**src/design/rpt_params.svh**
```systemverilog
`ifndef RPT_PARAMS_SVH
`define RPT_PARAMS_SVH

// register offsets on the plain register port
`define RPT_REG_CTRL      4'h0
`define RPT_REG_DIV       4'h1
`define RPT_REG_HTIM      4'h2
`define RPT_REG_VTIM      4'h3
`define RPT_REG_SIZE      4'h4
`define RPT_REG_RAW       4'h5
`define RPT_REG_STAT      4'h6

// control register fields
`define RPT_CTRL_START    0
`define RPT_CTRL_PV_EN    1
`define RPT_CTRL_HS_EN    2
`define RPT_CTRL_VS_EN    3
`define RPT_CTRL_MODE_LO  4

// status register fields
`define RPT_STAT_RUN      0
`define RPT_STAT_UNDER    1
`define RPT_STAT_QLVL_LO  2
`define RPT_STAT_REQ      4

// reset values
`define RPT_CTRL_RST      32'h0000_000E
`define RPT_DIV_RST       8'h04
`define RPT_HTIM_RST      24'h05_28_01
`define RPT_VTIM_RST      24'h08_08_01
`define RPT_WIDTH_RST     10'h1E0
`define RPT_HEIGHT_RST    9'h110
`define RPT_PIXBITS_RST   6'h10
`define RPT_BUSBITS_RST   6'h10

// geometry limits
`define RPT_MAX_WIDTH     10'h320
`define RPT_MAX_HEIGHT    9'h1E0
`define RPT_QUEUE_DEPTH   2'h2

// pixel clock limit against the system clock
`define RPT_SYS_KHZ       250000
`define RPT_PCLK_MAX_KHZ  62500
`define RPT_DIV_MIN       ((`RPT_SYS_KHZ + `RPT_PCLK_MAX_KHZ - 1) / `RPT_PCLK_MAX_KHZ)

`endif

```
**src/design/rpt_pkg.sv**
```systemverilog
package rpt_pkg;

    // how a fetched pixel word is laid onto the data bus
    typedef enum logic [1:0] {
        RPT_MODE_RGB565 = 2'b00,
        RPT_MODE_RGB888 = 2'b01,
        RPT_MODE_RAW    = 2'b10
    } rpt_mode_t;

    // scan engine state
    typedef enum logic {
        RPT_ST_IDLE = 1'b0,
        RPT_ST_RUN  = 1'b1
    } rpt_state_t;

endpackage

```
**src/design/rpt_pixel_format.sv**
```systemverilog
`timescale 1ns/1ns
`default_nettype none
module rpt_pixel_format (
    input  wire rpt_pkg::rpt_mode_t mode,
    input  wire logic [31:0]        pixel,
    input  wire logic [4:0]         beat,
    input  wire logic [5:0]         bus_bits,
    output logic [31:0]             bus_word
);
    import rpt_pkg::*;

    logic [10:0] shift;
    logic [31:0] shifted;
    logic [31:0] mask;

    // raw mode sends bus_bits of the pixel per beat, low bits first
    always_comb begin
        shift   = 11'(beat) * 11'(bus_bits);
        shifted = (shift > 11'h01F) ? 32'h0 : (pixel >> shift[4:0]);
        mask    = (bus_bits >= 6'h20) ? 32'hFFFF_FFFF
                  : ((32'h1 << bus_bits[4:0]) - 32'h1);
        unique case (mode)
            RPT_MODE_RGB565: begin
                bus_word = {16'h0, pixel[23:19], pixel[15:10],
                            pixel[7:3]};
            end
            RPT_MODE_RGB888: begin
                bus_word = {8'h0, pixel[23:16], pixel[15:8],
                            pixel[7:0]};
            end
            RPT_MODE_RAW: begin
                bus_word = shifted & mask;
            end
            default: begin
                bus_word = 32'h0;
            end
        endcase
    end
endmodule
`default_nettype wire

```
**src/design/rpt_timing_gen.sv**
```systemverilog
`include "rpt_params.svh"
`timescale 1ns/1ns
`default_nettype none
module rpt_timing_gen (
    input  wire logic        clk_sys,
    input  wire logic        rst,
    input  wire logic [3:0]  reg_addr,
    input  wire logic [31:0] reg_wdata,
    input  wire logic        reg_wr,
    input  wire logic        reg_rd,
    output logic [31:0]      reg_rdata,
    input  wire logic        sub_valid,
    input  wire logic [31:0] sub_handle,
    output logic             sub_ready,
    output logic             req_valid,
    input  wire logic        req_ack,
    output logic [31:0]      pix_addr,
    input  wire logic [31:0] pix_data,
    output logic             lcd_clk,
    output logic             lcd_clk_oe,
    output logic [31:0]      lcd_data,
    output logic             lcd_data_oe,
    output logic             pixel_valid_strobe,
    output logic             pixel_valid_strobe_oe,
    output logic             line_sync,
    output logic             line_sync_oe,
    output logic             frame_sync,
    output logic             frame_sync_oe
);
    import rpt_pkg::*;

    rpt_state_t  state_q;
    logic [31:0] ctrl_q;
    logic [7:0]  div_q;
    logic [23:0] htim_q;
    logic [23:0] vtim_q;
    logic [9:0]  width_q;
    logic [8:0]  height_q;
    logic [5:0]  pixbits_q;
    logic [5:0]  busbits_q;
    logic        under_q;
    logic [7:0]  div_cnt_q;
    logic [15:0] h_q;
    logic [11:0] v_q;
    logic [4:0]  beat_q;
    logic [31:0] cur_handle_q;
    logic [15:0] fidx_q;
    logic [31:0] qe0_q;
    logic [31:0] qe1_q;
    logic [1:0]  qcnt_q;
    logic [1:0]  qcnt_d;
    logic [2:0]  tok_q;

    rpt_mode_t   mode;
    logic [7:0]  div_eff;
    logic [15:0] hpw, hbp, hfp, hd, hstart, htotal;
    logic [11:0] vpw, vbp, vfp, vd, vstart, vtotal;
    logic [9:0]  width_eff;
    logic [8:0]  height_eff;
    logic [5:0]  pb_eff, bb_eff;
    logic [5:0]  beats;
    logic        tick, h_act, v_act, line_start, last_beat;
    logic        push, pop;
    logic [31:0] fmt_word;

    // configuration decode with limits applied
    always_comb begin
        mode       = rpt_mode_t'(ctrl_q[`RPT_CTRL_MODE_LO +: 2]);
        div_eff    = (div_q < 8'(`RPT_DIV_MIN)) ? 8'(`RPT_DIV_MIN)
                     : div_q;
        width_eff  = (width_q > `RPT_MAX_WIDTH) ? `RPT_MAX_WIDTH
                     : width_q;
        height_eff = (height_q > `RPT_MAX_HEIGHT) ? `RPT_MAX_HEIGHT
                     : height_q;
        pb_eff     = (pixbits_q == 6'h0) ? 6'h01
                     : ((pixbits_q > 6'h20) ? 6'h20 : pixbits_q);
        bb_eff     = (busbits_q == 6'h0) ? 6'h01
                     : ((busbits_q > 6'h20) ? 6'h20 : busbits_q);
        beats      = (mode == RPT_MODE_RAW)
                     ? 6'((pb_eff + bb_eff - 6'h01) / bb_eff)
                     : 6'h01;
        // sync width kept at one or more so a fetch fits before data
        hpw    = (htim_q[7:0] == 8'h0) ? 16'h1 : 16'(htim_q[7:0]);
        hbp    = 16'(htim_q[15:8]);
        hfp    = 16'(htim_q[23:16]);
        hd     = 16'(width_eff) * 16'(beats);
        hstart = hpw + hbp;
        htotal = hstart + hd + hfp;
        vpw    = (vtim_q[7:0] == 8'h0) ? 12'h1 : 12'(vtim_q[7:0]);
        vbp    = 12'(vtim_q[15:8]);
        vfp    = 12'(vtim_q[23:16]);
        vd     = 12'(height_eff);
        vstart = vpw + vbp;
        vtotal = vstart + vd + vfp;
    end

    // position decode; one tick per pixel clock period
    assign tick       = (state_q == RPT_ST_RUN) && div_cnt_q == div_eff - 8'h1;
    assign h_act      = (h_q >= hstart) && (h_q < hstart + hd);
    assign v_act      = (v_q >= vstart) && (v_q < vstart + vd);
    assign line_start = tick && (h_q == 16'h0);
    assign last_beat  = (6'(beat_q) == beats - 6'h01);
    assign push       = sub_valid && sub_ready;
    assign pop        = line_start && v_act && (qcnt_q != 2'h0);

    rpt_pixel_format u_fmt (
        .mode     (mode),
        .pixel    (pix_data),
        .beat     (beat_q),
        .bus_bits (bb_eff),
        .bus_word (fmt_word)
    );

    // register writes
    always_ff @(posedge clk_sys or posedge rst) begin
        if (rst) begin
            ctrl_q    <= `RPT_CTRL_RST;
            div_q     <= `RPT_DIV_RST;
            htim_q    <= `RPT_HTIM_RST;
            vtim_q    <= `RPT_VTIM_RST;
            width_q   <= `RPT_WIDTH_RST;
            height_q  <= `RPT_HEIGHT_RST;
            pixbits_q <= `RPT_PIXBITS_RST;
            busbits_q <= `RPT_BUSBITS_RST;
        end else if (reg_wr) begin
            unique case (reg_addr)
                `RPT_REG_CTRL: ctrl_q <= {26'h0, reg_wdata[5:0]};
                `RPT_REG_DIV:  div_q  <= reg_wdata[7:0];
                `RPT_REG_HTIM: htim_q <= reg_wdata[23:0];
                `RPT_REG_VTIM: vtim_q <= reg_wdata[23:0];
                `RPT_REG_SIZE: begin
                    width_q  <= reg_wdata[9:0];
                    height_q <= reg_wdata[24:16];
                end
                `RPT_REG_RAW: begin
                    pixbits_q <= reg_wdata[5:0];
                    busbits_q <= reg_wdata[13:8];
                end
                default: ;
            endcase
        end
    end

    // register reads, data in the cycle after the strobe
    always_ff @(posedge clk_sys or posedge rst) begin
        if (rst) begin
            reg_rdata <= 32'h0;
        end else if (reg_rd) begin
            unique case (reg_addr)
                `RPT_REG_CTRL: reg_rdata <= ctrl_q;
                `RPT_REG_DIV:  reg_rdata <= {24'h0, div_q};
                `RPT_REG_HTIM: reg_rdata <= {8'h0, htim_q};
                `RPT_REG_VTIM: reg_rdata <= {8'h0, vtim_q};
                `RPT_REG_SIZE: reg_rdata <= {7'h0, height_q, 6'h0, width_q};
                `RPT_REG_RAW:  reg_rdata <= {18'h0, busbits_q, 2'h0,
                                             pixbits_q};
                `RPT_REG_STAT: reg_rdata <= {27'h0, req_valid, qcnt_q,
                                             under_q,
                                             state_q == RPT_ST_RUN};
                default:       reg_rdata <= 32'h0;
            endcase
        end else begin
            reg_rdata <= 32'h0;
        end
    end

    // run state follows the start bit
    always_ff @(posedge clk_sys or posedge rst) begin
        if (rst) begin
            state_q <= RPT_ST_IDLE;
        end else begin
            unique case (state_q)
                RPT_ST_IDLE: if (ctrl_q[`RPT_CTRL_START]) state_q <= RPT_ST_RUN;
                RPT_ST_RUN:  if (!ctrl_q[`RPT_CTRL_START]) state_q <= RPT_ST_IDLE;
            endcase
        end
    end

    // clock divider and panel clock, high in the second half of a period
    always_ff @(posedge clk_sys or posedge rst) begin
        if (rst) begin
            div_cnt_q  <= 8'h0;
            lcd_clk    <= 1'b0;
            lcd_clk_oe <= 1'b0;
        end else if (state_q != RPT_ST_RUN) begin
            div_cnt_q  <= 8'h0;
            lcd_clk    <= 1'b0;
            lcd_clk_oe <= 1'b0;
        end else begin
            lcd_clk_oe <= 1'b1;
            if (tick) begin
                div_cnt_q <= 8'h0;
                lcd_clk   <= 1'b0;
            end else begin
                div_cnt_q <= div_cnt_q + 8'h1;
                lcd_clk   <= (div_cnt_q + 8'h1) >= (div_eff >> 1);
            end
        end
    end

    // horizontal and vertical counters
    always_ff @(posedge clk_sys or posedge rst) begin
        if (rst) begin
            h_q <= 16'h0;
            v_q <= 12'h0;
        end else if (state_q != RPT_ST_RUN) begin
            h_q <= 16'h0;
            v_q <= 12'h0;
        end else if (tick) begin
            if (h_q >= htotal - 16'h1) begin
                h_q <= 16'h0;
                v_q <= (v_q >= vtotal - 12'h1) ? 12'h0
                       : v_q + 12'h1;
            end else begin
                h_q <= h_q + 16'h1;
            end
        end
    end

    // panel outputs, all updated on the falling pixel clock edge
    always_ff @(posedge clk_sys or posedge rst) begin
        if (rst) begin
            lcd_data              <= 32'h0;
            lcd_data_oe           <= 1'b0;
            pixel_valid_strobe    <= 1'b0;
            pixel_valid_strobe_oe <= 1'b0;
            line_sync             <= 1'b0;
            line_sync_oe          <= 1'b0;
            frame_sync            <= 1'b0;
            frame_sync_oe         <= 1'b0;
        end else if (state_q != RPT_ST_RUN) begin
            lcd_data              <= 32'h0;
            lcd_data_oe           <= 1'b0;
            pixel_valid_strobe    <= 1'b0;
            pixel_valid_strobe_oe <= 1'b0;
            line_sync             <= 1'b0;
            line_sync_oe          <= 1'b0;
            frame_sync            <= 1'b0;
            frame_sync_oe         <= 1'b0;
        end else if (tick) begin
            lcd_data_oe           <= 1'b1;
            pixel_valid_strobe_oe <= ctrl_q[`RPT_CTRL_PV_EN];
            line_sync_oe          <= ctrl_q[`RPT_CTRL_HS_EN];
            frame_sync_oe         <= ctrl_q[`RPT_CTRL_VS_EN];
            lcd_data <= (h_act && v_act) ? fmt_word : 32'h0;
            pixel_valid_strobe <= ctrl_q[`RPT_CTRL_PV_EN] && h_act
                                  && v_act;
            line_sync  <= ctrl_q[`RPT_CTRL_HS_EN] && (h_q < hpw);
            frame_sync <= ctrl_q[`RPT_CTRL_VS_EN] && (v_q < vpw);
        end
    end

    // pixel fetch index and beat within a serialised pixel
    always_ff @(posedge clk_sys or posedge rst) begin
        if (rst) begin
            beat_q <= 5'h0;
            fidx_q <= 16'h0;
        end else if (line_start || state_q != RPT_ST_RUN) begin
            beat_q <= 5'h0;
            fidx_q <= 16'h0;
        end else if (tick && h_act && v_act) begin
            if (last_beat) begin
                beat_q <= 5'h0;
                fidx_q <= fidx_q + 16'h1;
            end else begin
                beat_q <= beat_q + 5'h1;
            end
        end
    end

    // fetch address for the pixel shown at the next tick
    always_ff @(posedge clk_sys or posedge rst) begin
        if (rst) begin
            pix_addr <= 32'h0;
        end else begin
            pix_addr <= cur_handle_q + 32'(fidx_q);
        end
    end

    // two-entry submission queue; oldest entry in qe0
    always_comb begin
        qcnt_d = qcnt_q;
        if (push && !pop) begin
            qcnt_d = qcnt_q + 2'h1;
        end else if (pop && !push) begin
            qcnt_d = qcnt_q - 2'h1;
        end
    end

    always_ff @(posedge clk_sys or posedge rst) begin
        if (rst) begin
            qe0_q        <= 32'h0;
            qe1_q        <= 32'h0;
            qcnt_q       <= 2'h0;
            sub_ready    <= 1'b0;
            cur_handle_q <= 32'h0;
        end else begin
            qcnt_q    <= qcnt_d;
            sub_ready <= (qcnt_d < `RPT_QUEUE_DEPTH);
            if (pop) begin
                cur_handle_q <= qe0_q;
                qe0_q <= (push && qcnt_q == 2'h1) ? sub_handle : qe1_q;
                if (push && qcnt_q == 2'h2) begin
                    qe1_q <= sub_handle;
                end
            end else if (push) begin
                if (qcnt_q == 2'h0) begin
                    qe0_q <= sub_handle;
                end else begin
                    qe1_q <= sub_handle;
                end
            end
        end
    end

    // request tokens: one per line buffer consumed, taken by acknowledge
    always_ff @(posedge clk_sys or posedge rst) begin
        if (rst) begin
            tok_q     <= 3'h0;
            req_valid <= 1'b0;
        end else if (state_q != RPT_ST_RUN) begin
            tok_q     <= 3'h0;
            req_valid <= 1'b0;
        end else begin
            if (line_start && v_act && !(req_ack && tok_q != 3'h0)) begin
                tok_q     <= (tok_q == 3'h7) ? tok_q : tok_q + 3'h1;
                req_valid <= 1'b1;
            end else if (req_ack && req_valid && !(line_start && v_act)) begin
                tok_q     <= tok_q - 3'h1;
                req_valid <= (tok_q != 3'h1);
            end
        end
    end

    // sticky underrun: a line began with an empty queue
    always_ff @(posedge clk_sys or posedge rst) begin
        if (rst) begin
            under_q <= 1'b0;
        end else if (line_start && v_act && qcnt_q == 2'h0) begin
            under_q <= 1'b1;
        end else if (reg_wr && reg_addr == `RPT_REG_STAT
                     && reg_wdata[`RPT_STAT_UNDER]) begin
            under_q <= 1'b0;
        end
    end
endmodule
`default_nettype wire

```
**config.mk**
```make
export PLATFORM = sky130hd
export DESIGN_NAME = rpt_timing_gen
export DESIGN_NICKNAME = d
export VERILOG_FILES = /design/src/design/rpt_pkg.sv /design/src/design/rpt_pixel_format.sv /design/src/design/rpt_timing_gen.sv
export VERILOG_INCLUDE_DIRS = /design/src /design/src/design
export SDC_FILE = /design/constraint.sdc
export NUM_CORES = 1
export LEC_CHECK = 0
export BUFFER_PORTS_ARGS = -buffer_cell sky130_fd_sc_hd__buf_2
export CAP_MARGIN = 20
export CELL_PAD_IN_SITES_DETAIL_PLACEMENT = 0
export CELL_PAD_IN_SITES_GLOBAL_PLACEMENT = 1
export CORE_MARGIN = 3
export CORE_UTILIZATION = 48
export DETAILED_ROUTE_END_ITERATION = 7
export PLACE_DENSITY = 0.77
export SLEW_MARGIN = 20
export SYNTH_ARGS = -nofsm -noshare
export SYNTH_HDL_FRONTEND = slang
export SYNTH_HIERARCHICAL = 1
export SYNTH_SLANG_ARGS = --single-unit
```
**constraint.sdc**
```tcl
create_clock -name clk_sys -period 16.9 [get_ports clk_sys]
set_clock_uncertainty 0.05 [all_clocks]
set_input_delay 3.38 -clock clk_sys [delete_from_list [all_inputs] [get_ports clk_sys]]
set_output_delay 3.38 -clock clk_sys [all_outputs]
set_load 0.01 [all_outputs]
```
==> Word-level counts from Yosys, hierarchy flattened <==
Index checks and enable logic that the tools add are counted.
{ "totals": {"regBits": 360, "latchBits": 0, "mem_bits_rw": 0, "rom_bits": 0, "input_bits": 106, "output_inout_bits": 107, "n_memories": 0} }
{ "op_classes": {"addsub": 23, "n_mul": 2, "n_div": 1, "order_cmp": 17, "eq_ne": 20, "shifts": 2, "mux": 70, "n_bitwise": 2, "n_reduce_logical": 56} }
{ "ops": {"columns": ["op", "count"], "rows": [
  ["32-bit two-way mux", 14],
  ["25-bit case mux with 7 select lines", 1],
  ["16-bit two-way mux", 6],
  ["32-bit case mux with 3 select lines", 1],
  ["12-bit two-way mux", 4],
  ["8-bit two-way mux", 5],
  ["16-bit by 1-bit adder with 16-bit output, second input constant", 2],
  ["32-bit by 16-bit adder with 32-bit output", 1],
  ["32-bit bitwise AND", 1],
  ["1-bit by 5-bit left shift with 32-bit output, first input constant", 1],
  ["32-bit by 5-bit >> shifter with 32-bit output", 1],
  ["32-bit by 1-bit subtractor with 32-bit output, second input constant", 1],
  ["6-bit two-way mux", 5],
  ["1-bit logical AND", 25],
  ["1-bit two-way mux", 23],
  ["2-bit AND reduction", 10],
  ["8-bit by 8-bit adder with 9-bit output", 2],
  ["16-bit by 8-bit adder with 16-bit output", 1],
  ["9-bit by 16-bit adder with 16-bit output", 1],
  ["16-bit >= comparator", 1],
  ["16-bit by 9-bit >= comparator with 1-bit output", 1],
  ["16-bit logical NOT", 1],
  ["8-bit logical NOT", 2],
  ["16-bit less-than comparator", 1],
  ["other kinds (56)", 82]
]} }

==> Depth between registers and ports, before layout <==
Gate-level depths: netlist of run 1.
{ "depth": {"ltp_word": 15, "depth_mapped": 74} }

==> Cells and area by module <==
The synthesis of run 1 kept the hierarchy.
{ "modules_own_cells": {"columns": ["mod", "instances", "cells_per_inst", "area_per_inst_um2", "seq_area_each_um2"], "rows": [
  ["rpt_timing_gen", 1, 2379, 23781.6, 8858.5],
  ["rpt_pixel_format", 1, 516, 3669.8, 0.0]
]} }

==> Worst setup path after synthesis of run 1 <==
Ideal clock, no wire load.
{ "synth_path": {"path_kind": "register to register", "startpoint": "reg busbits_q[4]", "endpoint": "reg v_q[10]", "setup_ns": 0.122, "t_arrival_ns": 15.072, "t_required_ns": 16.728, "path_slack_ns": 1.657, "stages_incl_launch_ff": 66, "n_path_buf": 1, "path_cell_list": "dfstp_2 -> nor4_1 -> o21ai_0 -> ha_1 -> inv_1 -> ha_1 -> fa_1 -> a21o_1 -> a21oi_1 -> xnor2_1 -> inv_1 -> ha_1 -> a22oi_1 -> ha_1 -> nor4b_1 -> nor2_1 -> o221a_2 -> ha_1 -> (+30 left out) -> nand2_1 -> ha_1 -> inv_1 -> ha_1 -> o21a_1 -> o41ai_1 -> o21ai_0 -> a21o_1 -> a21o_1 -> and4_1 -> nor3_1 -> ha_1 -> nor2b_1 -> o21ai_0 -> o2111ai_1 -> a21oi_1 -> nor2_1 -> a32o_1"} }
{ "synth_between": {"elab_chain_len": 14} }
{ "synth_rtl": {"columns": ["item", "line_no", "rtl"], "rows": [
  ["start, declared", "rpt_timing_gen.sv:40", "logic [5:0] busbits_q;"],
  ["start signal, assigned", "rpt_timing_gen.sv:124", "busbits_q <= `RPT_BUSBITS_RST;"],
  ["start signal, assigned", "rpt_timing_gen.sv:137", "busbits_q <= reg_wdata[13:8];"],
  ["6-bit > comparator", "rpt_timing_gen.sv:78", ": ((busbits_q > 6'h20) ? 6'h20 : busbits_q);"],
  ["6-bit two-way mux", "rpt_timing_gen.sv:78", null],
  ["6-bit two-way mux (*)", "rpt_timing_gen.sv:77", "bb_eff = (busbits_q == 6'h0) ? 6'h01"],
  ["6-bit adder", "rpt_timing_gen.sv:80", "? 6'((pb_eff + bb_eff - 6'h01) / bb_eff)"],
  ["6-bit by 1-bit subtractor with 6-bit output", "rpt_timing_gen.sv:80", null],
  ["6-bit by 6-bit divider with 6-bit output (*)", "rpt_timing_gen.sv:80", null],
  ["6-bit two-way mux (*)", "rpt_timing_gen.sv:80", null],
  ["10-bit by 6-bit multiplier with 16-bit output (*)", "rpt_timing_gen.sv:86", "hd = 16'(width_eff) * 16'(beats);"],
  ["9-bit by 16-bit adder with 16-bit output (*)", "rpt_timing_gen.sv:88", "htotal = hstart + hd + hfp;"],
  ["16-bit by 8-bit adder with 16-bit output (*)", "rpt_timing_gen.sv:88", null],
  ["16-bit by 1-bit subtractor with 16-bit output (*)", "rpt_timing_gen.sv:210", "if (h_q >= htotal - 16'h1) begin"],
  ["16-bit >= comparator (*)", "rpt_timing_gen.sv:210", null],
  ["2-bit by 1-bit inequality test with 1-bit output (no line) (*)", null, null],
  ["2-bit AND reduction (no line) (*)", null, null],
  ["end signal, assigned", "rpt_timing_gen.sv:212", "v_q <= (v_q >= vtotal - 12'h1) ? 12'h0"],
  ["end, declared", "rpt_timing_gen.sv:44", "logic [11:0] v_q;"]
]} }
Mark *: on every way between the ends. The rest lies on a longest branch, timed or not.
A chain may end at the register's enable or synchronous reset.

==> Worst setup path in the final report of run 1 <==
{ "layout_path": {"startpoint": "reg busbits_q[2]", "endpoint": "reg h_q[4]"} }
{ "layout_between": {"elab_chain_len": 15} }
{ "layout_rtl": {"columns": ["item", "line_no", "rtl"], "rows": [
  ["6-bit > comparator", "rpt_timing_gen.sv:78", null],
  ["6-bit two-way mux", "rpt_timing_gen.sv:78", null],
  ["6-bit two-way mux (*)", "rpt_timing_gen.sv:77", null],
  ["6-bit adder", "rpt_timing_gen.sv:80", null],
  ["6-bit by 1-bit subtractor with 6-bit output", "rpt_timing_gen.sv:80", null],
  ["6-bit by 6-bit divider with 6-bit output (*)", "rpt_timing_gen.sv:80", null],
  ["6-bit two-way mux (*)", "rpt_timing_gen.sv:80", null],
  ["10-bit by 6-bit multiplier with 16-bit output (*)", "rpt_timing_gen.sv:86", null],
  ["9-bit by 16-bit adder with 16-bit output (*)", "rpt_timing_gen.sv:88", null],
  ["16-bit by 8-bit adder with 16-bit output (*)", "rpt_timing_gen.sv:88", null],
  ["16-bit by 1-bit subtractor with 16-bit output (*)", "rpt_timing_gen.sv:210", null],
  ["16-bit >= comparator (*)", "rpt_timing_gen.sv:210", null],
  ["16-bit two-way mux (*)", "rpt_timing_gen.sv:210", null],
  ["16-bit two-way mux (*)", "rpt_timing_gen.sv:209", "end else if (tick) begin"],
  ["16-bit two-way mux (*)", "rpt_timing_gen.sv:206", "end else if (state_q != RPT_ST_RUN) begin"],
  ["end signal, assigned", "rpt_timing_gen.sv:215", "h_q <= h_q + 16'h1;"],
  ["end, declared", "rpt_timing_gen.sv:43", "logic [15:0] h_q;"]
]} }
Mark *: on every way between the ends. The rest lies on a longest branch, timed or not. The select of a mux whose other input is x is not followed.

==> results of run 1 <==
Yosys cell counts (all sizes together) (8+ instances only):
cell,count,area [um^2]
nand2,207,780
o21bai,17,128
a21o,62,465
o21ai,123,616
or2,16,100
a21boi,15,113
nor3,49,245
nor2,176,663
xnor2,71,622
fa,58,1160
nor4,19,119
a31oi,18,113
mux2i,82,821
dfrtp,333,8330
nand4,24,150
xor2,50,438
a22o,60,526
nor2b,37,231
buf,44,275
o22ai,12,75.1
mux2,174,1960
nand3,73,375
and3,30,188
inv,246,926
dfstp,20,526
or3,11,73.8
o32ai,13,114
and2,48,300
a211oi,21,168
ha,270,3380
or4,13,105
o21a,21,158
a22oi,27,203
mux4,8,180
o31ai,23,173
a222oi,13,130
nand2b,44,275
a21oi,141,732
o211ai,20,150
a31o,8,70.1
clkbuf,93,349
cells in the final DEF (no fill, tap or decap), drive strengths merged, types with 60 or more instances in the layout:
master and n:
inv 249, nand2 207, buf 230, o21ai 123
a21o 62, a21oi 141, mux2i 82, mux2 174
nand3 73, a22o 60, ha 270, dfrtp 333
xnor2 71, nor2 176
registers in the layout, summed over array words and instances (netlist names), 9 cells and up:
| register | count |
|---|---|
| cur_handle_q | 32 |
| fidx_q | 16 |
| h_q | 16 |
| height_q | 9 |
| htim_q | 24 |
| lcd_data | 32 |
| pix_addr | 32 |
| qe0_q | 32 |
| qe1_q | 32 |
| reg_rdata | 25 |
| v_q | 12 |
| vtim_q | 24 |
| width_q | 10 |
metal layers:
layer | wire length [um] | part of all wire (%) | global-route usage (%)
met5 | 35 | 0.044 | 0
met2 | 35000 | 44 | 40.1
met3 | 6820 | 8.6 | 6.47
met1 | 35100 | 44 | 36.4
met4 | 1990 | 2.5 | 6.96
worst reg2reg max path: cells and delay by family, from the launching register on:
family	cells	cell delay, ps
DFF	1	450
buffers and inverters	8	810
adders and majority gates	16	5320
xor gates and xnor gates	2	570
AOI/OAI and AO/OA	25	5030
muxes	2	770
and+or+nand+nor	13	2670
kinds of logic (layout without fill, tap and decap cells):
kind of cell,after synthesis,in the layout,synth area share [%]
and+or+nand+nor,774,774,13.9
AOI/OAI and AO/OA,669,669,16.9
buffers and inverters,385,555,5.67
DFF,353,353,32.3
adders and majority gates,328,328,16.5
muxes,264,264,10.8
xor gates and xnor gates,121,121,3.86
other,1,12,0.0137
how the worst max path moves through the flow:
stage            startpoint       to  slack [ps]  cells past startpoint
4_1_cts        busbits_q[2]   h_q[8]         350                     64
3_3_place_gp   busbits_q[2]   v_q[0]         760                     67
3_5_place_dp   busbits_q[2]   v_q[0]         420                     65
6_report       busbits_q[2]   h_q[4]        1160                     66
2_1_floorplan  busbits_q[4]  v_q[10]        1660                     65
5_1_grt        busbits_q[4]   h_q[4]          80                     67
through the flow:
stage	instance area, um^2	utilization [%]	hold slack (ps)	cells
final	30600	54.2	366	3832
after global routing	30600	54.2	388	3830
after CTS	30600	54.1	363	3826
after detailed placement	29100	51.5	352	3749
after global placement	29100	51.4	359	3749
after floorplan	27500	-	302	2901
layout make-up:
cell class | count | area, um^2
sequential | 353 | 8860
timing repair buffer | 230 | 1240
clock inverter | 19 | 259
tap | 756 | 946
clock buffer | 58 | 1220
antenna | 5 | 12.5
fill | 5149 | 25900
inverter | 248 | 941
multi-input combinational | 2163 | 17100
==> impl_metrics.xml, run 1 <==
<?xml version="1.0" encoding="UTF-8"?>
<metrics>
  <group name="min_path">
    <metric name="timing.hold.worst.class" unit="">reg2reg</metric>
    <metric name="hold-path-endpoint" unit="">state_q</metric>
    <metric name="cell_depth_of_the_worst_hold_path" unit="">0</metric>
    <metric name="holdCritStartpoint" unit="">ctrl_q[0]</metric>
  </group>
  <group name="grt">
    <metric name="first_global_vias" unit="">22300</metric>
    <metric name="grt_antenna_before_repair" unit="">8</metric>
    <metric name="grt_pass1_wl" unit="um">125000</metric>
    <metric name="grt_max_degree" unit="">127</metric>
    <metric name="global_route.overflow_total" unit="">0</metric>
    <metric name="total_global_routing_track_utilization" unit="%">26.0</metric>
  </group>
  <group name="die">
    <metric name="fp.dieW" unit="um">245</metric>
    <metric name="fp.dieH" unit="um">245</metric>
    <metric name="core" unit="mm^2">0.0565</metric>
    <metric name="start_util" unit="%">48.6</metric>
    <metric name="design.die.area" unit="mm^2">0.0601</metric>
    <metric name="std_cell_rows" unit="">87</metric>
    <metric name="io_pins" unit="">213</metric>
  </group>
  <group name="clocking">
    <metric name="htreeDepth" unit="">2</metric>
    <metric name="postCtsSetupBuffers" unit="">0</metric>
    <metric name="root_buffer" unit="">sky130_fd_sc_hd__clkbuf_16</metric>
    <metric name="tritoncts" unit="">done</metric>
    <metric name="post_cts_resized" unit="">0</metric>
    <metric name="cts-hold-fix-buffers" unit="">0</metric>
    <metric name="cts.sink_count" unit="">353</metric>
    <metric name="cts_buffers" unit="">42</metric>
    <metric name="clock_latency" unit="ps">590</metric>
    <metric name="clkSlewWorstSetupHoldPaths" unit="ps">60</metric>
    <metric name="clockBufferDepth" unit="">3</metric>
  </group>
  <group name="setup_path">
    <metric name="critPathSlowestCell" unit="">sky130_fd_sc_hd__o41ai_1</metric>
    <metric name="path_class" unit="">reg2reg</metric>
    <metric name="timing.reg2reg.setup_slack" unit="ps">1160</metric>
    <metric name="cp_data_required_time" unit="ps">17350</metric>
    <metric name="worst_path_most_repeated_cell" unit="">sky130_fd_sc_hd__ha_1</metric>
    <metric name="crit_path_buf_inv_count" unit="">8</metric>
    <metric name="worstPathMaxFanout" unit="">22</metric>
    <metric name="cp_data_arrival_time" unit="ps">16190</metric>
    <metric name="worst_setup_path_end_kind" unit="">register</metric>
    <metric name="worstRegToRegCells" unit="">66</metric>
    <metric name="worstReg2RegStart" unit="">busbits_q[2]</metric>
    <metric name="startpoint_type" unit="">register</metric>
    <metric name="timing.critical_path.slowest_cell_delay" unit="ps">550</metric>
    <metric name="critPathTopFamily" unit="">adder cells</metric>
    <metric name="rr_endpoint" unit="">h_q[4]</metric>
  </group>
  <group name="place">
    <metric name="routabilityCongestion" unit="">0.935</metric>
    <metric name="final_hpwl_dp" unit="um">59200</metric>
    <metric name="port-buffer-count" unit="">198</metric>
    <metric name="detailedPlace.worstSlack" unit="ps">418</metric>
  </group>
  <group name="logic_synthesis">
    <metric name="post_synth_inst_count" unit="">2895</metric>
    <metric name="synth-async-reset-ratio" unit="%">100</metric>
    <metric name="post_synth_num_cell_types" unit="">91</metric>
    <metric name="synth_ff_type" unit="">sky130_fd_sc_hd__dfrtp_1</metric>
    <metric name="synth_area" unit="mm^2">0.0275</metric>
    <metric name="synth.yosys.warnings" unit="">6</metric>
    <metric name="mapped_avg_cell_area" unit="um^2">9.48</metric>
    <metric name="synth.yosys.seq_area_share" unit="%">32.3</metric>
    <metric name="synth_enable_flop_cells" unit="">0</metric>
    <metric name="postSynthRegisterBits" unit="">353</metric>
  </group>
  <group name="detailed_routing">
    <metric name="antenna_violating_nets_post_route" unit="">0</metric>
    <metric name="initialDrtViolationCount" unit="">1822</metric>
    <metric name="detailroute.via_count" unit="">22700</metric>
    <metric name="drc" unit="">0</metric>
    <metric name="wirelength" unit="um">79000</metric>
    <metric name="drt_first_pass_iters" unit="">6</metric>
    <metric name="routed_wire_length_per_instance" unit="um">20.6</metric>
    <metric name="avgViaCountPerCell" unit="">5.93</metric>
  </group>
  <group name="sta">
    <metric name="finalCritPeriodShare" unit="%">93.1</metric>
    <metric name="relSlewSlack" unit="%">26.6</metric>
    <metric name="maxClockFrequency" unit="MHz">63.5</metric>
    <metric name="period_needed" unit="ps">15740</metric>
    <metric name="rsz0062_at_grt" unit="">false</metric>
    <metric name="report.final.hold_viol_count" unit="">0</metric>
    <metric name="totalNegativeSetupSlack" unit="ps">0</metric>
    <metric name="setup_viol" unit="">0</metric>
    <metric name="tightest_slew" unit="ps">1100</metric>
    <metric name="timing_max_transition_violations_final" unit="">0</metric>
    <metric name="timing.final.ws_setup" unit="ps">1160</metric>
  </group>
  <group name="final_layout">
    <metric name="area.growth.synth_to_final" unit="%">11.6</metric>
    <metric name="design.final.nets" unit="">3472</metric>
    <metric name="layout_cell_share_with_drive_strength_beyond_1" unit="%">18.5</metric>
  </group>
  <group name="run_status">
    <metric name="status" unit="">finished clean</metric>
  </group>
  <group name="job">
    <metric name="drv.max_cap_violation_count" unit="">0</metric>
  </group>
</metrics>
Power of run 1 is left out: the tool's default activity adds up to more than one toggle a clock period on the data nets, which glitch-free logic cannot reach.
==> run 2, diff against run 1 <==
--- a/config.mk
+++ b/config.mk
@@ -12,10 +12,11 @@
 export CELL_PAD_IN_SITES_GLOBAL_PLACEMENT = 1
 export CORE_MARGIN = 3
 export CORE_UTILIZATION = 48
+export CTS_CLUSTER_DIAMETER = 100
+export CTS_CLUSTER_SIZE = 12
 export DETAILED_ROUTE_END_ITERATION = 7
-export PLACE_DENSITY = 0.77
+export PLACE_DENSITY = 0.78
 export SLEW_MARGIN = 20
 export SYNTH_ARGS = -nofsm -noshare
 export SYNTH_HDL_FRONTEND = slang
-export SYNTH_HIERARCHICAL = 1
 export SYNTH_SLANG_ARGS = --single-unit
==> run 2 against run 1 <==
Compared with the run above: first-iteration DRC count down 17%; critical path type unchanged; register-to-register slack better by 60 ps; via count down 2.0%.
==> impl_metrics.xml, run 2 <==
<?xml version="1.0" encoding="UTF-8"?>
<metrics>
  <group name="final_layout">
    <metric name="num-fill-cells" unit="">5081</metric>
    <metric name="design.final.nets" unit="">3460</metric>
    <metric name="post-route-cell-area" unit="mm^2">0.0303</metric>
    <metric name="multi_input_area" unit="mm^2">0.0170</metric>
    <metric name="area.sequential" unit="mm^2">0.00886</metric>
    <metric name="post_layout_nonfiller_instances" unit="">3796</metric>
    <metric name="layout_cell_share_with_drive_strength_beyond_1" unit="%">17.6</metric>
    <metric name="layout_commonest_cell" unit="">sky130_fd_sc_hd__dfrtp_1</metric>
    <metric name="area.growth.synth_to_final" unit="%">11.2</metric>
    <metric name="mostFrequentLayoutCells" unit="">sky130_fd_sc_hd__dfrtp_1 (332), sky130_fd_sc_hd__ha_1 (268), sky130_fd_sc_hd__inv_1 (242)</metric>
  </group>
  <group name="detailed_routing">
    <metric name="m1WireLength" unit="um">34900</metric>
    <metric name="initialDrtViolationCount" unit="">1516</metric>
    <metric name="wirelength" unit="um">76900</metric>
    <metric name="avgViaCountPerCell" unit="">5.86</metric>
    <metric name="antenna_violating_nets_post_route" unit="">0</metric>
    <metric name="met3WireLength" unit="um">4690</metric>
    <metric name="drt_first_pass_iters" unit="">5</metric>
    <metric name="drc" unit="">0</metric>
    <metric name="dr.max_layer_used" unit="">met5</metric>
    <metric name="detailroute.via_count" unit="">22300</metric>
    <metric name="routed_wire_length_per_instance" unit="um">20.2</metric>
    <metric name="detailroute.wirelength.met2" unit="um">35300</metric>
  </group>
  <group name="setup_path">
    <metric name="worst_setup_path_end_kind" unit="">register</metric>
    <metric name="startpoint_type" unit="">register</metric>
    <metric name="crit_path_buf_inv_count" unit="">10</metric>
    <metric name="worstPathMaxFanout" unit="">13</metric>
    <metric name="worst_path_most_repeated_cell" unit="">sky130_fd_sc_hd__ha_1</metric>
    <metric name="cp_data_arrival_time" unit="ps">16080</metric>
    <metric name="critPathTopFamily" unit="">adder cells</metric>
    <metric name="critPathSlowestCell" unit="">sky130_fd_sc_hd__dfstp_4</metric>
    <metric name="timing.reg2reg.setup_slack" unit="ps">1220</metric>
    <metric name="path_class" unit="">reg2reg</metric>
    <metric name="timing.critical_path.slowest_cell_delay" unit="ps">720</metric>
    <metric name="cp_data_required_time" unit="ps">17300</metric>
  </group>
  <group name="place">
    <metric name="post_dp_area" unit="mm^2">0.0290</metric>
    <metric name="routabilityCongestion" unit="">0.928</metric>
    <metric name="final_hpwl_dp" unit="um">57800</metric>
    <metric name="detailedPlace.worstSlack" unit="ps">201</metric>
    <metric name="place.detailed.instances" unit="">3731</metric>
    <metric name="port-buffer-count" unit="">198</metric>
  </group>
  <group name="die">
    <metric name="start_util" unit="%">49.0</metric>
    <metric name="io_pins" unit="">213</metric>
    <metric name="design.die.area" unit="mm^2">0.0597</metric>
    <metric name="core" unit="mm^2">0.0556</metric>
    <metric name="fp.dieW" unit="um">244</metric>
    <metric name="fp.dieH" unit="um">244</metric>
    <metric name="std_cell_rows" unit="">86</metric>
  </group>
  <group name="sta">
    <metric name="totalNegativeSetupSlack" unit="ps">0</metric>
    <metric name="rsz0062_at_grt" unit="">false</metric>
    <metric name="timing.final.ws_setup" unit="ps">1220</metric>
    <metric name="report.final.hold_viol_count" unit="">0</metric>
    <metric name="maxClockFrequency" unit="MHz">63.8</metric>
    <metric name="relSlewSlack" unit="%">30.4</metric>
    <metric name="timing_max_transition_violations_final" unit="">0</metric>
    <metric name="period_needed" unit="ps">15680</metric>
    <metric name="finalCritPeriodShare" unit="%">92.8</metric>
    <metric name="tightest_slew" unit="ps">1040</metric>
    <metric name="setup_viol" unit="">0</metric>
  </group>
  <group name="grt">
    <metric name="grt_max_degree" unit="">156</metric>
    <metric name="grt_pass1_wl" unit="um">121000</metric>
    <metric name="grt_antenna_before_repair" unit="">10</metric>
    <metric name="global_route.overflow_total" unit="">0</metric>
    <metric name="first_global_vias" unit="">22100</metric>
    <metric name="total_global_routing_track_utilization" unit="%">25.3</metric>
  </group>
  <group name="clocking">
    <metric name="root_buffer" unit="">sky130_fd_sc_hd__clkbuf_16</metric>
    <metric name="cts-hold-fix-buffers" unit="">0</metric>
    <metric name="clock_latency" unit="ps">570</metric>
    <metric name="cts_buffers" unit="">37</metric>
    <metric name="cts.sink_count" unit="">353</metric>
    <metric name="tritoncts" unit="">done</metric>
    <metric name="clkSlewWorstSetupHoldPaths" unit="ps">70</metric>
    <metric name="clockBufferDepth" unit="">3</metric>
    <metric name="htreeDepth" unit="">2</metric>
  </group>
  <group name="logic_synthesis">
    <metric name="synth_area" unit="mm^2">0.0272</metric>
    <metric name="synth-async-reset-ratio" unit="%">100</metric>
    <metric name="netlist_top_cells_area" unit="">sky130_fd_sc_hd__dfrtp_1 (31%), sky130_fd_sc_hd__ha_1 (12%), sky130_fd_sc_hd__mux2_2 (6.9%)</metric>
    <metric name="post_synth_inst_count" unit="">2879</metric>
    <metric name="post_synth_num_cell_types" unit="">88</metric>
    <metric name="synth_most_common_cell" unit="">sky130_fd_sc_hd__dfrtp_1</metric>
    <metric name="synth_ff_type" unit="">sky130_fd_sc_hd__dfrtp_1</metric>
    <metric name="synth_top_cell_area_share" unit="%">30.6</metric>
    <metric name="synth.yosys.seq_area_share" unit="%">32.5</metric>
    <metric name="postSynthRegisterBits" unit="">353</metric>
    <metric name="mapped_avg_cell_area" unit="um^2">9.47</metric>
    <metric name="synth_top_cell_by_area" unit="">sky130_fd_sc_hd__dfrtp_1</metric>
    <metric name="synth_enable_flop_cells" unit="">0</metric>
    <metric name="synth.yosys.warnings" unit="">0</metric>
    <metric name="yosys-top-cells-count" unit="">sky130_fd_sc_hd__dfrtp_1 (333), sky130_fd_sc_hd__ha_1 (269), sky130_fd_sc_hd__inv_1 (243)</metric>
  </group>
  <group name="min_path">
    <metric name="timing.hold.worst.class" unit="">reg2reg</metric>
  </group>
  <group name="job">
    <metric name="drv.max_cap_violation_count" unit="">0</metric>
  </group>
  <group name="run_status">
    <metric name="status" unit="">finished clean</metric>
  </group>
</metrics>
[run 2: final timing paths]
kind                                    from      endpoint  cells after the start
worst max-delay path            busbits_q[4]        v_q[8]                     73
worst min-delay path               ctrl_q[0]       state_q                      0
worst max register to register  busbits_q[4]        v_q[8]                     73
worst min register to register     ctrl_q[0]       state_q                      0
max in group asynchronous                rst  busbits_q[5]                      3
min in group asynchronous                rst      tok_q[0]                      2
[run 2: what timing repair did]
action | 4_1_cts | 5_1_grt
setup endpoints to repair | 0 | 82
hold endpoints to repair | 0 | 0
setup buffers | 0 | 4
gates resized for setup | 0 | 21
[run 2: routing by layer]
layer | global-route usage, % | vias up
li1 | - | 10500
met1 | 35.1 | 11000
met2 | 41.4 | 614
met3 | 3.85 | 125
met4 | 6.55 | 12
met5 | 0 | -
[run 2: logic make-up (layout without fill, tap and decap cells)]
| logic type | Yosys count | count (layout) | share of synthesized area [%] |
|---|---|---|---|
| other cells | 1 | 10 | 0.0138 |
| simple gates | 744 | 745 | 13.4 |
| compound gates | 648 | 648 | 15.9 |
| flops | 353 | 353 | 32.5 |
| mux | 284 | 284 | 11.5 |
| fa+ha+maj | 329 | 329 | 16.7 |
| buf+inv | 389 | 548 | 5.71 |
| xor+xnor | 131 | 131 | 4.31 |
[run 2: through the flow]
step                      hold slack (ps)  util (%)
after global routing                  367      54.5
final                                 353      54.5
after floorplan                       299         -
after global placement                335      52.1
after CTS                             348      54.2
after detailed placement              339      52.1
[run 2: area by class of cell]
type                            instances  area share, %
Multi-Input combinational cell       2144           56.1
Sequential cell                       353           29.3
Timing Repair Buffer                  244           4.59
Inverter                              247           3.09
Antenna cell                            3         0.0248
Clock buffer                           48           3.23
Clock inverter                          9          0.582
Tap cell                              748           3.09
Power of run 2 is left out for the same reason.
==> run 3, diff against run 2 <==
--- a/config.mk
+++ b/config.mk
@@ -6,16 +6,17 @@
 export SDC_FILE = /design/constraint.sdc
 export NUM_CORES = 1
 export LEC_CHECK = 0
+export ABC_AREA = 1
 export BUFFER_PORTS_ARGS = -buffer_cell sky130_fd_sc_hd__buf_2
 export CAP_MARGIN = 20
 export CELL_PAD_IN_SITES_DETAIL_PLACEMENT = 0
 export CELL_PAD_IN_SITES_GLOBAL_PLACEMENT = 1
 export CORE_MARGIN = 3
-export CORE_UTILIZATION = 48
+export CORE_UTILIZATION = 46
 export CTS_CLUSTER_DIAMETER = 100
 export CTS_CLUSTER_SIZE = 12
 export DETAILED_ROUTE_END_ITERATION = 7
-export PLACE_DENSITY = 0.78
+export PLACE_DENSITY = 0.79
 export SLEW_MARGIN = 20
 export SYNTH_ARGS = -nofsm -noshare
 export SYNTH_HDL_FRONTEND = slang
==> run 3 against run 2 <==
Compared with the run above: die area increased by 7.0%; cell count increased by 26%; non-clock buffer count decreased by 17; final area increased by 1.8%; count of clock-buffer cells in the layout increased by 10; sequential cell count unchanged; critical endpoint is now h_q[11]; via count increased by 13%; synthesized area increased by 2.7%; critical path depth increased by 20; sequential share of layout area decreased by 0.52 points; first-iteration DRC count increased by 20%; core utilization decreased by 2.7 points.
==> impl_metrics.xml, run 3 <==
<?xml version="1.0" encoding="UTF-8"?>
<metrics>
  <group name="sta">
    <metric name="totalNegativeSetupSlack" unit="ps">0</metric>
    <metric name="period_needed" unit="ps">15430</metric>
    <metric name="hold-worst-slack" unit="ps">330</metric>
    <metric name="report.final.hold_viol_count" unit="">0</metric>
    <metric name="tightest_slew" unit="ps">1090</metric>
    <metric name="relSlewSlack" unit="%">25.5</metric>
    <metric name="rsz0062_at_grt" unit="">false</metric>
    <metric name="maxClockFrequency" unit="MHz">64.8</metric>
    <metric name="finalCritPeriodShare" unit="%">91.3</metric>
    <metric name="timing.final.ws_setup" unit="ps">1470</metric>
    <metric name="timing_max_transition_violations_final" unit="">0</metric>
    <metric name="setup_viol" unit="">0</metric>
  </group>
  <group name="die">
    <metric name="fp.dieW" unit="um">253</metric>
    <metric name="design.die.area" unit="mm^2">0.0638</metric>
    <metric name="start_util" unit="%">47.0</metric>
    <metric name="fp.dieH" unit="um">253</metric>
    <metric name="std_cell_rows" unit="">89</metric>
    <metric name="core" unit="mm^2">0.0596</metric>
    <metric name="io_pins" unit="">213</metric>
  </group>
  <group name="detailed_routing">
    <metric name="antenna_violating_nets_post_route" unit="">0</metric>
    <metric name="initialDrtViolationCount" unit="">1825</metric>
    <metric name="avgViaCountPerCell" unit="">5.26</metric>
    <metric name="wirelength" unit="um">82600</metric>
    <metric name="detailroute.via_count" unit="">25200</metric>
    <metric name="drt_first_pass_iters" unit="">6</metric>
    <metric name="drc" unit="">0</metric>
    <metric name="routed_wire_length_per_instance" unit="um">17.2</metric>
  </group>
  <group name="logic_synthesis">
    <metric name="synth_ff_type" unit="">sky130_fd_sc_hd__dfrtp_1</metric>
    <metric name="synth.yosys.seq_area_share" unit="%">31.7</metric>
    <metric name="synth.yosys.warnings" unit="">0</metric>
    <metric name="synth-async-reset-ratio" unit="%">100</metric>
    <metric name="postSynthRegisterBits" unit="">353</metric>
    <metric name="synth_most_common_cell" unit="">sky130_fd_sc_hd__nand2_1</metric>
    <metric name="post_synth_num_cell_types" unit="">61</metric>
    <metric name="synth_top_cell_area_share" unit="%">29.8</metric>
    <metric name="netlist_top_cells_area" unit="">sky130_fd_sc_hd__dfrtp_1 (30%), sky130_fd_sc_hd__nand2_1 (15%), sky130_fd_sc_hd__ha_1 (12%)</metric>
    <metric name="synth_top_cell_by_area" unit="">sky130_fd_sc_hd__dfrtp_1</metric>
    <metric name="mapped_avg_cell_area" unit="um^2">7.27</metric>
    <metric name="synth_area" unit="mm^2">0.0280</metric>
    <metric name="yosys-top-cells-count" unit="">sky130_fd_sc_hd__nand2_1 (1100), sky130_fd_sc_hd__inv_1 (538), sky130_fd_sc_hd__dfrtp_1 (333)</metric>
    <metric name="post_synth_inst_count" unit="">3847</metric>
    <metric name="synth_enable_flop_cells" unit="">0</metric>
  </group>
  <group name="grt">
    <metric name="grt_pass1_wl" unit="um">131000</metric>
    <metric name="first_global_vias" unit="">23800</metric>
    <metric name="grt_max_degree" unit="">152</metric>
    <metric name="global_route.overflow_total" unit="">0</metric>
    <metric name="grt_antenna_before_repair" unit="">10</metric>
    <metric name="total_global_routing_track_utilization" unit="%">25.9</metric>
  </group>
  <group name="setup_path">
    <metric name="cp_data_arrival_time" unit="ps">15860</metric>
    <metric name="worstPathMaxFanout" unit="">13</metric>
    <metric name="cp_data_required_time" unit="ps">17330</metric>
    <metric name="worst_path_most_repeated_cell" unit="">sky130_fd_sc_hd__nand2_1</metric>
    <metric name="critPathSlowestCell" unit="">sky130_fd_sc_hd__dfstp_2</metric>
    <metric name="path_class" unit="">reg2reg</metric>
    <metric name="startpoint_type" unit="">register</metric>
    <metric name="critical_path.startpoint" unit="">busbits_q[4]</metric>
    <metric name="crit_path_buf_inv_count" unit="">14</metric>
    <metric name="worst_setup_path_end_kind" unit="">register</metric>
    <metric name="critPathTopFamily" unit="">adder cells</metric>
    <metric name="timing.critical_path.slowest_cell_delay" unit="ps">640</metric>
    <metric name="worstReg2RegStart" unit="">busbits_q[4]</metric>
  </group>
  <group name="clocking">
    <metric name="clockBufferDepth" unit="">3</metric>
    <metric name="cts_buffers" unit="">38</metric>
    <metric name="htreeDepth" unit="">2</metric>
    <metric name="clock_latency" unit="ps">590</metric>
    <metric name="clkSlewWorstSetupHoldPaths" unit="ps">60</metric>
    <metric name="tritoncts" unit="">done</metric>
    <metric name="root_buffer" unit="">sky130_fd_sc_hd__clkbuf_16</metric>
    <metric name="cts.sink_count" unit="">353</metric>
    <metric name="cts-hold-fix-buffers" unit="">0</metric>
  </group>
  <group name="run_status">
    <metric name="status" unit="">finished clean</metric>
  </group>
  <group name="final_layout">
    <metric name="layout_commonest_cell" unit="">sky130_fd_sc_hd__nand2_1</metric>
    <metric name="layout_cell_share_with_drive_strength_beyond_1" unit="%">9.27</metric>
    <metric name="design.final.nets" unit="">4418</metric>
    <metric name="area.growth.synth_to_final" unit="%">10.2</metric>
    <metric name="mostFrequentLayoutCells" unit="">sky130_fd_sc_hd__nand2_1 (1099), sky130_fd_sc_hd__inv_1 (537), sky130_fd_sc_hd__dfrtp_1 (333)</metric>
  </group>
  <group name="min_path">
    <metric name="holdCritStartpoint" unit="">ctrl_q[0]</metric>
    <metric name="timing.hold.worst.class" unit="">reg2reg</metric>
  </group>
  <group name="place">
    <metric name="final_hpwl_dp" unit="um">63300</metric>
    <metric name="routabilityCongestion" unit="">0.908</metric>
    <metric name="detailedPlace.worstSlack" unit="ps">1250</metric>
    <metric name="port-buffer-count" unit="">198</metric>
  </group>
  <group name="job">
    <metric name="drv.max_cap_violation_count" unit="">0</metric>
  </group>
</metrics>
[run 3: changes by cell type in the layout (fill, tap and decap cells not counted), moves of 108 or more]
| cell | delta |
|---|---|
| sky130_fd_sc_hd__nand2_1 | +870 |
| sky130_fd_sc_hd__inv_1 | +295 |
| sky130_fd_sc_hd__mux2_2 | -166 |
| sky130_fd_sc_hd__nand3_1 | +163 |
| sky130_fd_sc_hd__o21ai_0 | +153 |
| sky130_fd_sc_hd__mux2i_1 | -108 |
[run 3: kinds of logic after synthesis]
group           synth area share (%)
other cells                   0.0134
buf+inv                         9.69
compound gates                  11.8
mux                            0.148
flops                           31.7
fa+ha+maj                       16.2
xor+xnor                        4.16
simple gates                    26.4
[run 3: path summary, 6_finish.rpt]
kind	to	slack [ps]	cells past startpoint
setup / recovery	h_q[11]	1470	93
hold / removal	state_q	330	0
min in group asynchronous	tok_q[2]	2850	2
setup reg to reg	h_q[11]	1470	93
hold reg to reg	state_q	330	0
max in group asynchronous	reg_rdata[4]	11640	4
[run 3: layout make-up]
type                       instances  area [um^2]
inverter                         558         2100
timing repair buffer             227         1220
clock buffer                      58         1030
clock inverter                    10          163
sequential                       353         8860
multi-input combinational       2807        16500
fill                            6038        28800
tap                              773          967
antenna                            3         7.51
[run 3: metrics by stage]
step                      utilization, %  cell area [um^2]  std cells
after floorplan                        -             28000       3853
after global placement              49.7             29600       4718
after detailed placement            49.7             29600       4718
after CTS                           51.7             30800       4786
after global routing                51.7             30800       4786
final                               51.7             30800       4789
[run 3: metal layers]
layer | wire length (um) | track usage [%] | up-vias
li1 | - | - | 12700
met1 | 39500 | 38.3 | 11700
met2 | 35200 | 38.8 | 626
met3 | 6100 | 5.57 | 111
met4 | 1650 | 5.60 | 14
met5 | 92 | 0 | -
[run 3: timing repair]
item / 4_1_cts / 5_1_grt
gates resized for setup: 0 / 6
hold endpoints to repair: 0 / 0
buffers inserted: 0 / 0
setup endpoints to repair: 0 / 27
Power of run 3 is left out for the same reason.
